--- src/iir_swap_pkg.sv ---
package iir_swap_pkg;

    // -----------------------------------------------------------------
    // Widths and sizes
    // -----------------------------------------------------------------
    localparam int SAMPLE_W = 16;
    localparam int COEF_W = 16;
    localparam int ACC_W = 36;
    localparam int RESULT_W = 24;
    localparam int TAPS = 32;
    localparam int TAP_IDX_W = 5;
    localparam int MAX_IIR_ORDER = 16;
    localparam int FIFO_DEPTH = 8;
    localparam int HALF_W = 12;

    // -----------------------------------------------------------------
    // Reset values and selector positions
    // -----------------------------------------------------------------
    localparam logic [1:0] SEL_BIT7 = 2'h0;
    localparam logic [1:0] SEL_BIT11 = 2'h1;
    localparam logic [1:0] SEL_BIT15 = 2'h2;
    localparam logic [1:0] SEL_BIT20 = 2'h3;
    localparam logic [1:0] SEL_RESET = 2'h2;
    localparam logic BANK_RESET = 1'b0;
    localparam logic [TAP_IDX_W-1:0] TAP_LAST = 5'h1f;

    // -----------------------------------------------------------------
    // Types
    // -----------------------------------------------------------------
    typedef enum logic {
        RES_FEEDBACK,
        RES_OUTPUT
    } result_kind_type;

endpackage

--- src/iir_link_if.sv ---
`timescale 1ns/1ps

interface iir_link_if;
    import iir_swap_pkg::*;

    // Coefficient load port.
    logic coef_we;
    logic coef_bank;
    logic [TAP_IDX_W-1:0] coef_addr;
    logic [COEF_W-1:0] coef_data;
    logic swap_en;
    logic [1:0] out_sel;
    // Sample input register write.
    logic sample_we;
    logic [SAMPLE_W-1:0] sample_data;
    // Result words and handshake.
    logic result_valid;
    logic result_read;
    logic result_kind;
    logic [HALF_W-1:0] result_high_word;
    logic [HALF_W-1:0] result_low_word;
    logic busy;

    modport device (
        input coef_we, coef_bank, coef_addr, coef_data, swap_en, out_sel,
        input sample_we, sample_data, result_read,
        output result_valid, result_kind, result_high_word, result_low_word, busy
    );

    modport host (
        output coef_we, coef_bank, coef_addr, coef_data, swap_en, out_sel,
        output sample_we, sample_data, result_read,
        input result_valid, result_kind, result_high_word, result_low_word, busy
    );
endinterface

--- src/iir_fifo.sv ---
`timescale 1ns/1ps

module iir_fifo
    import iir_swap_pkg::*;
#(
    parameter int WIDTH = SAMPLE_W,
    parameter int DEPTH = FIFO_DEPTH
) (
    input wire logic i_clk,
    input wire logic i_rst_b,
    input wire logic i_in_valid,
    output logic o_in_ready,
    input wire logic [WIDTH-1:0] i_in_data,
    output logic o_out_valid,
    input wire logic i_out_ready,
    output logic [WIDTH-1:0] o_out_data
);
    localparam int AW = $clog2(DEPTH);

    logic [WIDTH-1:0] mem_r [DEPTH];
    logic [AW-1:0] wr_ptr_r;
    logic [AW-1:0] rd_ptr_r;
    logic [AW:0] count_r;
    logic push;
    logic pop;

    // -----------------------------------------------------------------
    // Handshake
    // -----------------------------------------------------------------
    // Full and empty come straight from the occupancy count.
    assign o_in_ready = (count_r != DEPTH[AW:0]);
    assign o_out_valid = (count_r != '0);
    assign push = i_in_valid && o_in_ready;
    assign pop = o_out_valid && i_out_ready;
    assign o_out_data = mem_r[rd_ptr_r];

    // -----------------------------------------------------------------
    // Storage
    // -----------------------------------------------------------------
    // Entries are written at the write pointer only.
    always_ff @(posedge i_clk) begin
        if (push) begin
            mem_r[wr_ptr_r] <= i_in_data;
        end
    end

    // Pointers wrap at the depth, which is a power of two.
    always_ff @(posedge i_clk) begin
        if (!i_rst_b) begin
            wr_ptr_r <= '0;
            rd_ptr_r <= '0;
            count_r <= '0;
        end else begin
            if (push) begin
                wr_ptr_r <= wr_ptr_r + 1'b1;
            end
            if (pop) begin
                rd_ptr_r <= rd_ptr_r + 1'b1;
            end
            count_r <= count_r + (AW+1)'(push) - (AW+1)'(pop);
        end
    end
endmodule

--- src/iir_host_seq.sv ---
`timescale 1ns/1ps

module iir_host_seq
    import iir_swap_pkg::*;
(
    input wire logic i_clk,
    input wire logic i_rst_b,
    input wire logic i_cfg_we,
    input wire logic i_cfg_bank,
    input wire logic [TAP_IDX_W-1:0] i_cfg_addr,
    input wire logic [COEF_W-1:0] i_cfg_data,
    input wire logic i_run,
    input wire logic [1:0] i_out_sel,
    input wire logic i_in_valid,
    output logic o_in_ready,
    input wire logic [SAMPLE_W-1:0] i_in_data,
    output logic o_out_valid,
    output logic [RESULT_W-1:0] o_out_data,
    iir_link_if.host link
);
    typedef enum logic [2:0] {
        H_IDLE,
        H_WRITE1,
        H_WAIT1,
        H_WRITE2,
        H_WAIT2
    } host_state_type;

    host_state_type state_r;
    logic [SAMPLE_W-1:0] diff_r;
    logic [SAMPLE_W-1:0] fb_r;
    logic fifo_valid;
    logic fifo_pop;
    logic [SAMPLE_W-1:0] fifo_data;
    logic [RESULT_W-1:0] res;
    logic out_valid_r;
    logic [RESULT_W-1:0] out_data_r;

    // -----------------------------------------------------------------
    // Input buffering
    // -----------------------------------------------------------------
    // Raw samples wait here while the device works on earlier ones.
    iir_fifo #(.WIDTH(SAMPLE_W), .DEPTH(FIFO_DEPTH)) u_fifo (
        .i_clk(i_clk),
        .i_rst_b(i_rst_b),
        .i_in_valid(i_in_valid),
        .o_in_ready(o_in_ready),
        .i_in_data(i_in_data),
        .o_out_valid(fifo_valid),
        .i_out_ready(fifo_pop),
        .o_out_data(fifo_data)
    );

    assign fifo_pop = (state_r == H_IDLE) && i_run && fifo_valid;
    assign res = {link.result_high_word, link.result_low_word};

    // -----------------------------------------------------------------
    // Two-pass sample sequencer
    // -----------------------------------------------------------------
    // Each raw sample is written twice: feedback pass, then output pass.
    always_ff @(posedge i_clk) begin
        if (!i_rst_b) begin
            state_r <= H_IDLE;
            diff_r <= '0;
            fb_r <= '0;
        end else begin
            case (state_r)
                H_IDLE: begin
                    if (fifo_pop) begin
                        diff_r <= fifo_data - fb_r;
                        state_r <= H_WRITE1;
                    end
                end
                H_WRITE1: begin
                    state_r <= H_WAIT1;
                end
                H_WAIT1: begin
                    if (link.result_valid && !link.busy) begin
                        fb_r <= res[SAMPLE_W-1:0];
                        state_r <= H_WRITE2;
                    end
                end
                H_WRITE2: begin
                    state_r <= H_WAIT2;
                end
                H_WAIT2: begin
                    if (link.result_valid && !link.busy) begin
                        state_r <= H_IDLE;
                    end
                end
                default: begin
                    state_r <= H_IDLE;
                end
            endcase
        end
    end

    // Valid filter outputs are registered for the user side.
    always_ff @(posedge i_clk) begin
        if (!i_rst_b) begin
            out_valid_r <= 1'b0;
            out_data_r <= '0;
        end else begin
            out_valid_r <= 1'b0;
            if (state_r == H_WAIT2 && link.result_valid && !link.busy) begin
                out_valid_r <= 1'b1;
                out_data_r <= res;
            end
        end
    end

    // -----------------------------------------------------------------
    // Link drive
    // -----------------------------------------------------------------
    // Coefficient writes pass through only while i_run is low; the user keeps alternate taps zero.
    assign link.coef_we = i_cfg_we && !i_run;
    assign link.coef_bank = i_cfg_bank;
    assign link.coef_addr = i_cfg_addr;
    assign link.coef_data = i_cfg_data;
    assign link.swap_en = i_run;
    assign link.out_sel = i_out_sel;
    assign link.sample_we = (state_r == H_WRITE1) || (state_r == H_WRITE2);
    assign link.sample_data = diff_r;
    assign link.result_read = (state_r == H_WAIT1 || state_r == H_WAIT2)
        && link.result_valid && !link.busy;
    assign o_out_valid = out_valid_r;
    assign o_out_data = out_data_r;
endmodule

--- src/flat_wrapper.sv ---
// flat-port wrapper written by rule: the top's interface ports become plain ports
module iir_host_seq_flat import iir_swap_pkg::*;
  (i_clk, i_rst_b, i_cfg_we, i_cfg_bank, i_cfg_addr, i_cfg_data, i_run, i_out_sel, i_in_valid, o_in_ready, i_in_data, o_out_valid, o_out_data, link_coef_we, link_coef_bank, link_coef_addr, link_coef_data, link_swap_en, link_out_sel, link_sample_we, link_sample_data, link_result_read, link_result_valid, link_result_kind, link_result_high_word, link_result_low_word, link_busy);
  iir_link_if link_i ();
  input wire logic i_clk;
  input wire logic i_rst_b;
  input wire logic i_cfg_we;
  input wire logic i_cfg_bank;
  input wire logic [TAP_IDX_W-1:0] i_cfg_addr;
  input wire logic [COEF_W-1:0] i_cfg_data;
  input wire logic i_run;
  input wire logic [1:0] i_out_sel;
  input wire logic i_in_valid;
  output logic o_in_ready;
  input wire logic [SAMPLE_W-1:0] i_in_data;
  output logic o_out_valid;
  output logic [RESULT_W-1:0] o_out_data;
  output wire logic [$bits(link_i.coef_we)-1:0] link_coef_we;
  output wire logic [$bits(link_i.coef_bank)-1:0] link_coef_bank;
  output wire logic [$bits(link_i.coef_addr)-1:0] link_coef_addr;
  output wire logic [$bits(link_i.coef_data)-1:0] link_coef_data;
  output wire logic [$bits(link_i.swap_en)-1:0] link_swap_en;
  output wire logic [$bits(link_i.out_sel)-1:0] link_out_sel;
  output wire logic [$bits(link_i.sample_we)-1:0] link_sample_we;
  output wire logic [$bits(link_i.sample_data)-1:0] link_sample_data;
  output wire logic [$bits(link_i.result_read)-1:0] link_result_read;
  input wire logic [$bits(link_i.result_valid)-1:0] link_result_valid;
  input wire logic [$bits(link_i.result_kind)-1:0] link_result_kind;
  input wire logic [$bits(link_i.result_high_word)-1:0] link_result_high_word;
  input wire logic [$bits(link_i.result_low_word)-1:0] link_result_low_word;
  input wire logic [$bits(link_i.busy)-1:0] link_busy;
  assign link_coef_we = link_i.coef_we;
  assign link_coef_bank = link_i.coef_bank;
  assign link_coef_addr = link_i.coef_addr;
  assign link_coef_data = link_i.coef_data;
  assign link_swap_en = link_i.swap_en;
  assign link_out_sel = link_i.out_sel;
  assign link_sample_we = link_i.sample_we;
  assign link_sample_data = link_i.sample_data;
  assign link_result_read = link_i.result_read;
  assign link_i.result_valid = link_result_valid;
  assign link_i.result_kind = link_result_kind;
  assign link_i.result_high_word = link_result_high_word;
  assign link_i.result_low_word = link_result_low_word;
  assign link_i.busy = link_busy;
  iir_host_seq u_core (.i_clk(i_clk), .i_rst_b(i_rst_b), .i_cfg_we(i_cfg_we), .i_cfg_bank(i_cfg_bank), .i_cfg_addr(i_cfg_addr), .i_cfg_data(i_cfg_data), .i_run(i_run), .i_out_sel(i_out_sel), .i_in_valid(i_in_valid), .o_in_ready(o_in_ready), .i_in_data(i_in_data), .o_out_valid(o_out_valid), .o_out_data(o_out_data), .link(link_i));
endmodule
--- config.mk ---
export PLATFORM = sky130hd
export DESIGN_NAME = iir_host_seq_flat
export DESIGN_NICKNAME = d
export VERILOG_FILES = /design/src/iir_swap_pkg.sv /design/src/iir_link_if.sv /design/src/iir_fifo.sv /design/src/iir_host_seq.sv /design/src/flat_wrapper.sv
export SDC_FILE = /design/constraint.sdc
export NUM_CORES = 1
export LEC_CHECK = 0
export ABC_AREA = 1
export BUFFER_PORTS_ARGS = -buffer_cell sky130_fd_sc_hd__buf_2
export CAP_MARGIN = 20
export CORE_ASPECT_RATIO = 0.8
export CORE_UTILIZATION = 57
export DETAILED_ROUTE_END_ITERATION = 7
export PLACE_DENSITY = 0.91
export SLEW_MARGIN = 20
export SYNTH_ARGS = -nofsm -noshare
export SYNTH_HDL_FRONTEND = slang
export SYNTH_HIERARCHICAL = 1
export SYNTH_SLANG_ARGS = --single-unit
--- constraint.sdc ---
create_clock -name i_clk -period 3 [get_ports i_clk]
set_input_delay 0.6 -clock i_clk [delete_from_list [all_inputs] [get_ports i_clk]]
set_output_delay 0.6 -clock i_clk [all_outputs]
set_load 0.05 [all_outputs]
==> metrics, run 1 <==
Worst Path Required=3.39 ns; clock slew at reported path FFs=0.06 ns; Synth Net Count=about 1200; Total Neg Setup Slack=0 ns; largest net degree at the start of global routing=65; TritonCTS clock tree=yes; initial core utilization=between 50% and 60%; top achievable clock speed=~0.37 GHz; Worst Skew=around 0.019 ns; Total GRT Usage=between 20 and 30%; clk_lat worst skew=approximately 0.49 ns; Iter 0 DRT Violations=732; die height=between 100 and 150 um; TritonRoute pass-1 iters=7; P_int=5.95 mW; clk sinks=~200; Final Setup Violations=0; Slew HR=between 40% and 50%; Comb power frac=between 40% and 50%; Worst Setup End Kind=flop; via count=~7500; Least-Margin Pin Slew=about 0.8 ns; Post-synth EDFFs=~130; syn avg cell area=around 8.5 um2; HP Class=in2reg; CTS Buf Count=20; postcts setup bufs=0; status=finished, final reports clean; vias in the first global route=between 7000 and 8000; Synth async-reset ratio=0%; H-tree Lvls=1; Yosys cell types=35; non-filler instance count after layout=1442; Post-DP HPWL=around 14000 um; number of vias per cell=5.19; core area=around 17000 um2; Switching Share=about two fifths; global-route wire length before repair=35200 um; sequential fraction of design power=roughly 34%; CP max FO=25; clock share of power=about 24%; total of max-cap violations=0; sequential-to-total area share from yosys stat=approximately 55%; Final Slew Violations=0; Net Switching=around 4.0 mW; leak pwr=roughly 5.3 nW; arrival time at the worst endpoint=around 3.1 ns; Mapped Area=approximately 9700 um2; fin util=between 60% and 70%; Port Buf Inserts=92; Crit Path Class=reg2reg; post-route clock period utilization=between 90% and 100%; most frequent cells in the layout=nand2_1 (320), inv_1 (218), edfxtp_1 (128); CP Launch Type=flop; min cycle time layout=2.71 ns; routed wire length=about 22000 um; die area=~18000 um2; initial antenna violation count=1; ys flop type=edfxtp_1; placed insts=between 1000 and 1500; Cell Pwr Density=approximately 900 nW/um2; CTS Hold Buffers Added=0; Syn. warnings=6; ANT nets after route=0; routed len/inst=approximately 15 um; Core Rows=42; Area Growth Syn to Fin=10.7%; n_diodes=0; Fin Hold WS=0.343 ns; endpoints failing hold=0; area leader, netlist=edfxtp_1; clk buf depth=3; share of layout cells above drive strength 1=13.4%; Residual DRC=0; synth top area cells=edfxtp_1 (40%), dfxtp_1 (15%), nand2_1 (12%), inv_1 (8.4%), nand3_1 (4.7%); post_cts resized=0; post-synthesis cell count=~1100; total grt overflow=0; Die W=~150 um; total power=~10 mW; global placement routability congestion=0.850; top-area cell type share of the netlist area=slightly below 40%; CTS Root Cell=clkbuf_16; synthesized flop and latch total=roughly 200; RSZ-0062 raised after global routing=false; most common cell after layout, fill and taps aside=nand2_1; IO Pins=approximately 140; worst vdd ir=approximately 0.50 mV; NumNets Final=1304
through the flow:
step	setup slack (ns)	cell area, um2
floorplan	0.624	9720
global placement	0.450	10100
detailed placement	0.382	10100
CTS	0.343	10800
global route	0.0108	10800
finish	0.288	10800
sequential cells by signal, indices dropped and copies added (netlist names), named ones only:
signal / flops
u_core/u_fifo/mem_r: 128
u_core/o_out_data: 24
u_core/fb_r: 16
u_core/link.sample_data: 16
u_core/u_fifo/count_r: 4
u_core/state_r: 3
u_core/u_fifo/rd_ptr_r: 3
u_core/u_fifo/wr_ptr_r: 3
u_core/o_out_valid: 1
power by group through the flow:
stage | Sequential (mW) | Clock, mW | Combinational (mW)
2_1_floorplan | 3.77 | 0 | 2.95
3_3_place_gp | 3.42 | 0 | 3.89
3_5_place_dp | 3.43 | 0 | 4.08
4_1_cts | 3.38 | 2.43 | 4.14
5_1_grt | 3.41 | 2.56 | 4.66
6_report | 3.38 | 2.40 | 4.20
Yosys cell counts, types with 13 or more instances:
cell type,instances
buf_2,13
buf_4,30
nand2_1,320
a21oi_1,31
inv_1,218
nor2_1,90
o21ai_0,30
buf_6,16
nand3_1,91
o21ai_1,16
edfxtp_1,128
dfxtp_1,73
ha_1,22
worst max-delay path, stage by stage (launching register included):
cell	delay, ns
dfxtp_2	0.34
inv_2	0.37
buf_4	0.26
nand2_1	0.07
nand3_1	0.07
nand2_1	0.06
nand2_1	0.06
nand2_1	0.09
ha_1	0.37
nand2_1	0.14
nand2_1	0.08
nand2_1	0.09
nand3_1	0.19
nand2_1	0.15
nand2_1	0.06
nand2_1	0.06
nand3_1	0.06
nand2_1	0.07
inv_1	0.03
worst paths after layout:
check        slack, ns                                       end                                     from  cells past startpoint
max               0.29  u_core/link.sample_data[14]$_SDFFE_PN0P_                                     flop                     18
max reg2reg       0.29  u_core/link.sample_data[14]$_SDFFE_PN0P_                                     flop                     18
min reg2reg       0.47   u_core/link.sample_data[2]$_SDFFE_PN0P_  u_core/link.sample_data[2]$_SDFFE_PN0P_                      2
min               0.34        u_core/o_out_data[17]$_SDFFE_PN0P_                 link_result_high_word[5]                      3
kinds of logic after synthesis:
kind of cell | after synthesis | synth area share, %
adder cells (fa/ha/maj) | 24 | 3.24
XOR/XNOR | 6 | 0.541
buffers and inverters | 290 | 13.8
flip-flops | 201 | 54.6
AND/OR/NAND/NOR | 526 | 22.6
AO/OA/AOI/OAI | 93 | 5.25
cell type report:
class                           count  area [um2]
Clock buffer                       29         576
Clock inverter                      7        56.3
Fill cell                        1264        5840
Inverter                          225         850
Multi-Input combinational cell    649        3070
Sequential cell                   201        5310
Tap cell                          220         275
Timing Repair Buffer              111         628
layer usage:
layer / GRT usage (%) / up-vias / part of all wire (%)
li1: - / 3656 / -
met1: 31.4 / 3462 / 40
met2: 44.1 / 309 / 50
met3: 4.67 / 61 / 7.2
met4: 10.1 / 0 / 2.8
met5: 0 / - / 0
No activity file was read; power rests on OpenSTA's default activity.
==> inputs of run 2 (changes only) <==
CORE_UTILIZATION = 50   (was 57)
PLACE_DENSITY = 0.82   (was 0.91)
==> metrics, run 2 (synthesis results as in run 1) <==
DP Area=10200 um2 (was 10100 um2); n_diodes=0 (unchanged); Die W=158 um (was 148 um); CTS Hold Buffers Added=0 (unchanged); share of layout cells above drive strength 1=13.5% (was 13.4%); initial antenna violation count=0 (was 1); total of max-cap violations=0 (unchanged); most common cell after layout, fill and taps aside=nand2_1 (unchanged); hold path depth=3 (unchanged); endpoints failing hold=0 (unchanged); Total GRT Usage=20.5% (was 25.5%); clk sinks=201 (unchanged); Core Rows=45 (was 42); WHS Endpoint=u_core/o_out_data[19]$_SDFFE_PN0P_ (was u_core/o_out_data[17]$_SDFFE_PN0P_); Worst Path Required=3.39 ns (about the same); Crit Path Class=reg2reg (unchanged); FF-to-FF End=u_core/link.sample_data[14]$_SDFFE_PN0P_ (unchanged); initial core utilization=51.1% (was 58.5%); CP Launch Type=flop (unchanged); most frequent cells in the layout=nand2_1 (320), inv_1 (218), edfxtp_1 (128) (unchanged); Residual DRC=0 (unchanged); hold path startpoint=link_result_high_word[7] (was link_result_high_word[5]); H-tree Lvls=1 (unchanged); die area=20000 um2 (was 17600 um2); postcts setup bufs=0 (unchanged); largest net degree at the start of global routing=50 (was 65); routed wire length=20200 um (was 21700 um); IO Pins=142 (unchanged); via count=7233 (was 7488); die height=127 um (was 119 um); Final Setup Violations=0 (unchanged); global-route wire length before repair=32000 um (was 35200 um); ANT nets after route=0 (unchanged); Final Slew Violations=0 (unchanged); HP Class=in2reg (unchanged); Area Growth Syn to Fin=10.8% (was 10.7%); Most flops, register=u_core/u_fifo/mem_r (unchanged); Total Neg Setup Slack=0 ns (unchanged); Post-Place Worst Slack=0.455 ns (was 0.382 ns); Cell Pwr Density=904 nW/um2 (was 927 nW/um2); Worst Setup End Kind=flop (unchanged); clk buf depth=3 (unchanged); clk_lat worst skew=0.49 ns (about the same); filler instances=1637 (was 1264); worst vdd ir=0.459 mV (was 0.505 mV); global placement routability congestion=0.866 (was 0.850); PnR worst setup slack=0.426 ns (was 0.288 ns); Design Area, Final=10800 um2 (about the same); post_cts resized=0 (unchanged); top achievable clock speed=0.389 GHz (was 0.369 GHz); Least-Margin Pin Slew=0.731 ns (was 0.780 ns); number of vias per cell=4.89 (was 5.19); Worst Skew=0.00992 ns (was 0.0186 ns); status=finished, final reports clean (unchanged); vias in the first global route=6645 (was 7431); Port Buf Inserts=92 (unchanged); clock slew at reported path FFs=0.06 ns (about the same); Worst Reg2Reg Path Length in Cells=18 (unchanged); TritonRoute pass-1 iters=5 (was 7); Slew HR=51.3% (was 48.0%); total power=9.74 mW (was 9.98 mW); routed len/inst=13.6 um (was 15.1 um); Post-DP HPWL=13300 um (was 13800 um); TritonCTS clock tree=yes (unchanged); NumNets Final=1304 (unchanged); RSZ-0062 raised after global routing=false (unchanged); core area=19000 um2 (was 16600 um2); CTS Root Cell=clkbuf_16 (unchanged); arrival time at the worst endpoint=2.96 ns (was 3.10 ns); Iter 0 DRT Violations=679 (was 732); CTS Buf Count=20 (unchanged); flop2flop setup slack=0.43 ns (was 0.29 ns); fin util=56.6% (was 64.8%); total grt overflow=0 (unchanged); min cycle time layout=2.57 ns (was 2.71 ns); leak pwr=5.30 nW (was 5.31 nW); post-route clock period utilization=85.8% (was 90.4%); CP max FO=48 (was 25); max FFs per register=128 (unchanged)
==> run 2: cell types whose count changed in the layout (fill, tap and decap cells not counted) <==
cell / before / now
clkbuf_8: 2 / 1
buf_4: 17 / 18
buf_12: 2 / 1
clkinv_1: 3 / 4
bufinv_16: 1 / 0
clkinvlp_4: 0 / 1
clkinv_2: 3 / 4
clkinv_4: 0 / 1
clkbuf_1: 6 / 4
==> run 2: final cells by class <==
type                            instances  area, um2  share of cell area, %
Timing Repair Buffer                  111        616                   5.72
Inverter                              225        850                   7.89
Sequential cell                       201       5310                   49.3
Clock buffer                           26        554                   5.15
Multi-Input combinational cell        649       3070                   28.5
Clock inverter                         10       51.3                  0.476
Tap cell                              258        323                   3.00
==> run 2: worst max-delay path by stage <==
stage               slack (ns)  cells after the start                           startpoint                                        to
global route              0.17                     17                                 flop  u_core/link.sample_data[10]$_SDFFE_PN0P_
floorplan                 0.62                     13  u_core/u_fifo/count_r[2]$_SDFF_PN0_       u_core/u_fifo/count_r[1]$_SDFF_PN0_
CTS                       0.44                     15                                 flop   u_core/link.sample_data[8]$_SDFFE_PN0P_
global placement          0.51                     17                                 flop  u_core/link.sample_data[13]$_SDFFE_PN0P_
finish                    0.43                     18                                 flop  u_core/link.sample_data[14]$_SDFFE_PN0P_
detailed placement        0.45                     15                                 flop   u_core/link.sample_data[8]$_SDFFE_PN0P_
==> run 2: per-layer routing <==
| layer | up-vias | wire [um] | GRT usage [%] | part of all wire, % |
|---|---|---|---|---|
| met5 | - | 0 | 0 | 0 |
| met2 | 252 | 9550 | 33.4 | 47 |
| met4 | 0 | 520 | 6.62 | 2.6 |
| met3 | 44 | 1510 | 3.42 | 7.5 |
| met1 | 3270 | 8620 | 27.8 | 43 |
| li1 | 3667 | - | - | - |
==> run 2: metrics by stage <==
stage | hold slack (ns) | instances
2_1_floorplan | 0.436 | 1140
3_3_place_gp | 0.452 | 1444
3_5_place_dp | 0.454 | 1444
4_1_cts | 0.326 | 1480
5_1_grt | 0.326 | 1480
6_report | 0.334 | 1480
==> run 2: worst max-delay path, cell delays in order, from the launching register on <==
cell,delay [ns]
dfxtp_2,0.33
inv_2,0.25
buf_12,0.28
nand2_1,0.08
nand3_1,0.09
nand2_1,0.06
nand2_1,0.07
nand2_1,0.09
ha_1,0.34
nand2_1,0.14
nor2_1,0.06
nand2_1,0.08
nand3_1,0.17
nand2_1,0.14
nand2_1,0.06
nand2_1,0.06
nand3_1,0.06
nand2_1,0.07
inv_1,0.03
==> run 2: where the power goes <==
group,internal (mW),switching (mW),leakage (nW)
registers,3.24,0.123,1.75
clock network,1.30,0.996,0.297
logic,1.28,2.80,3.25
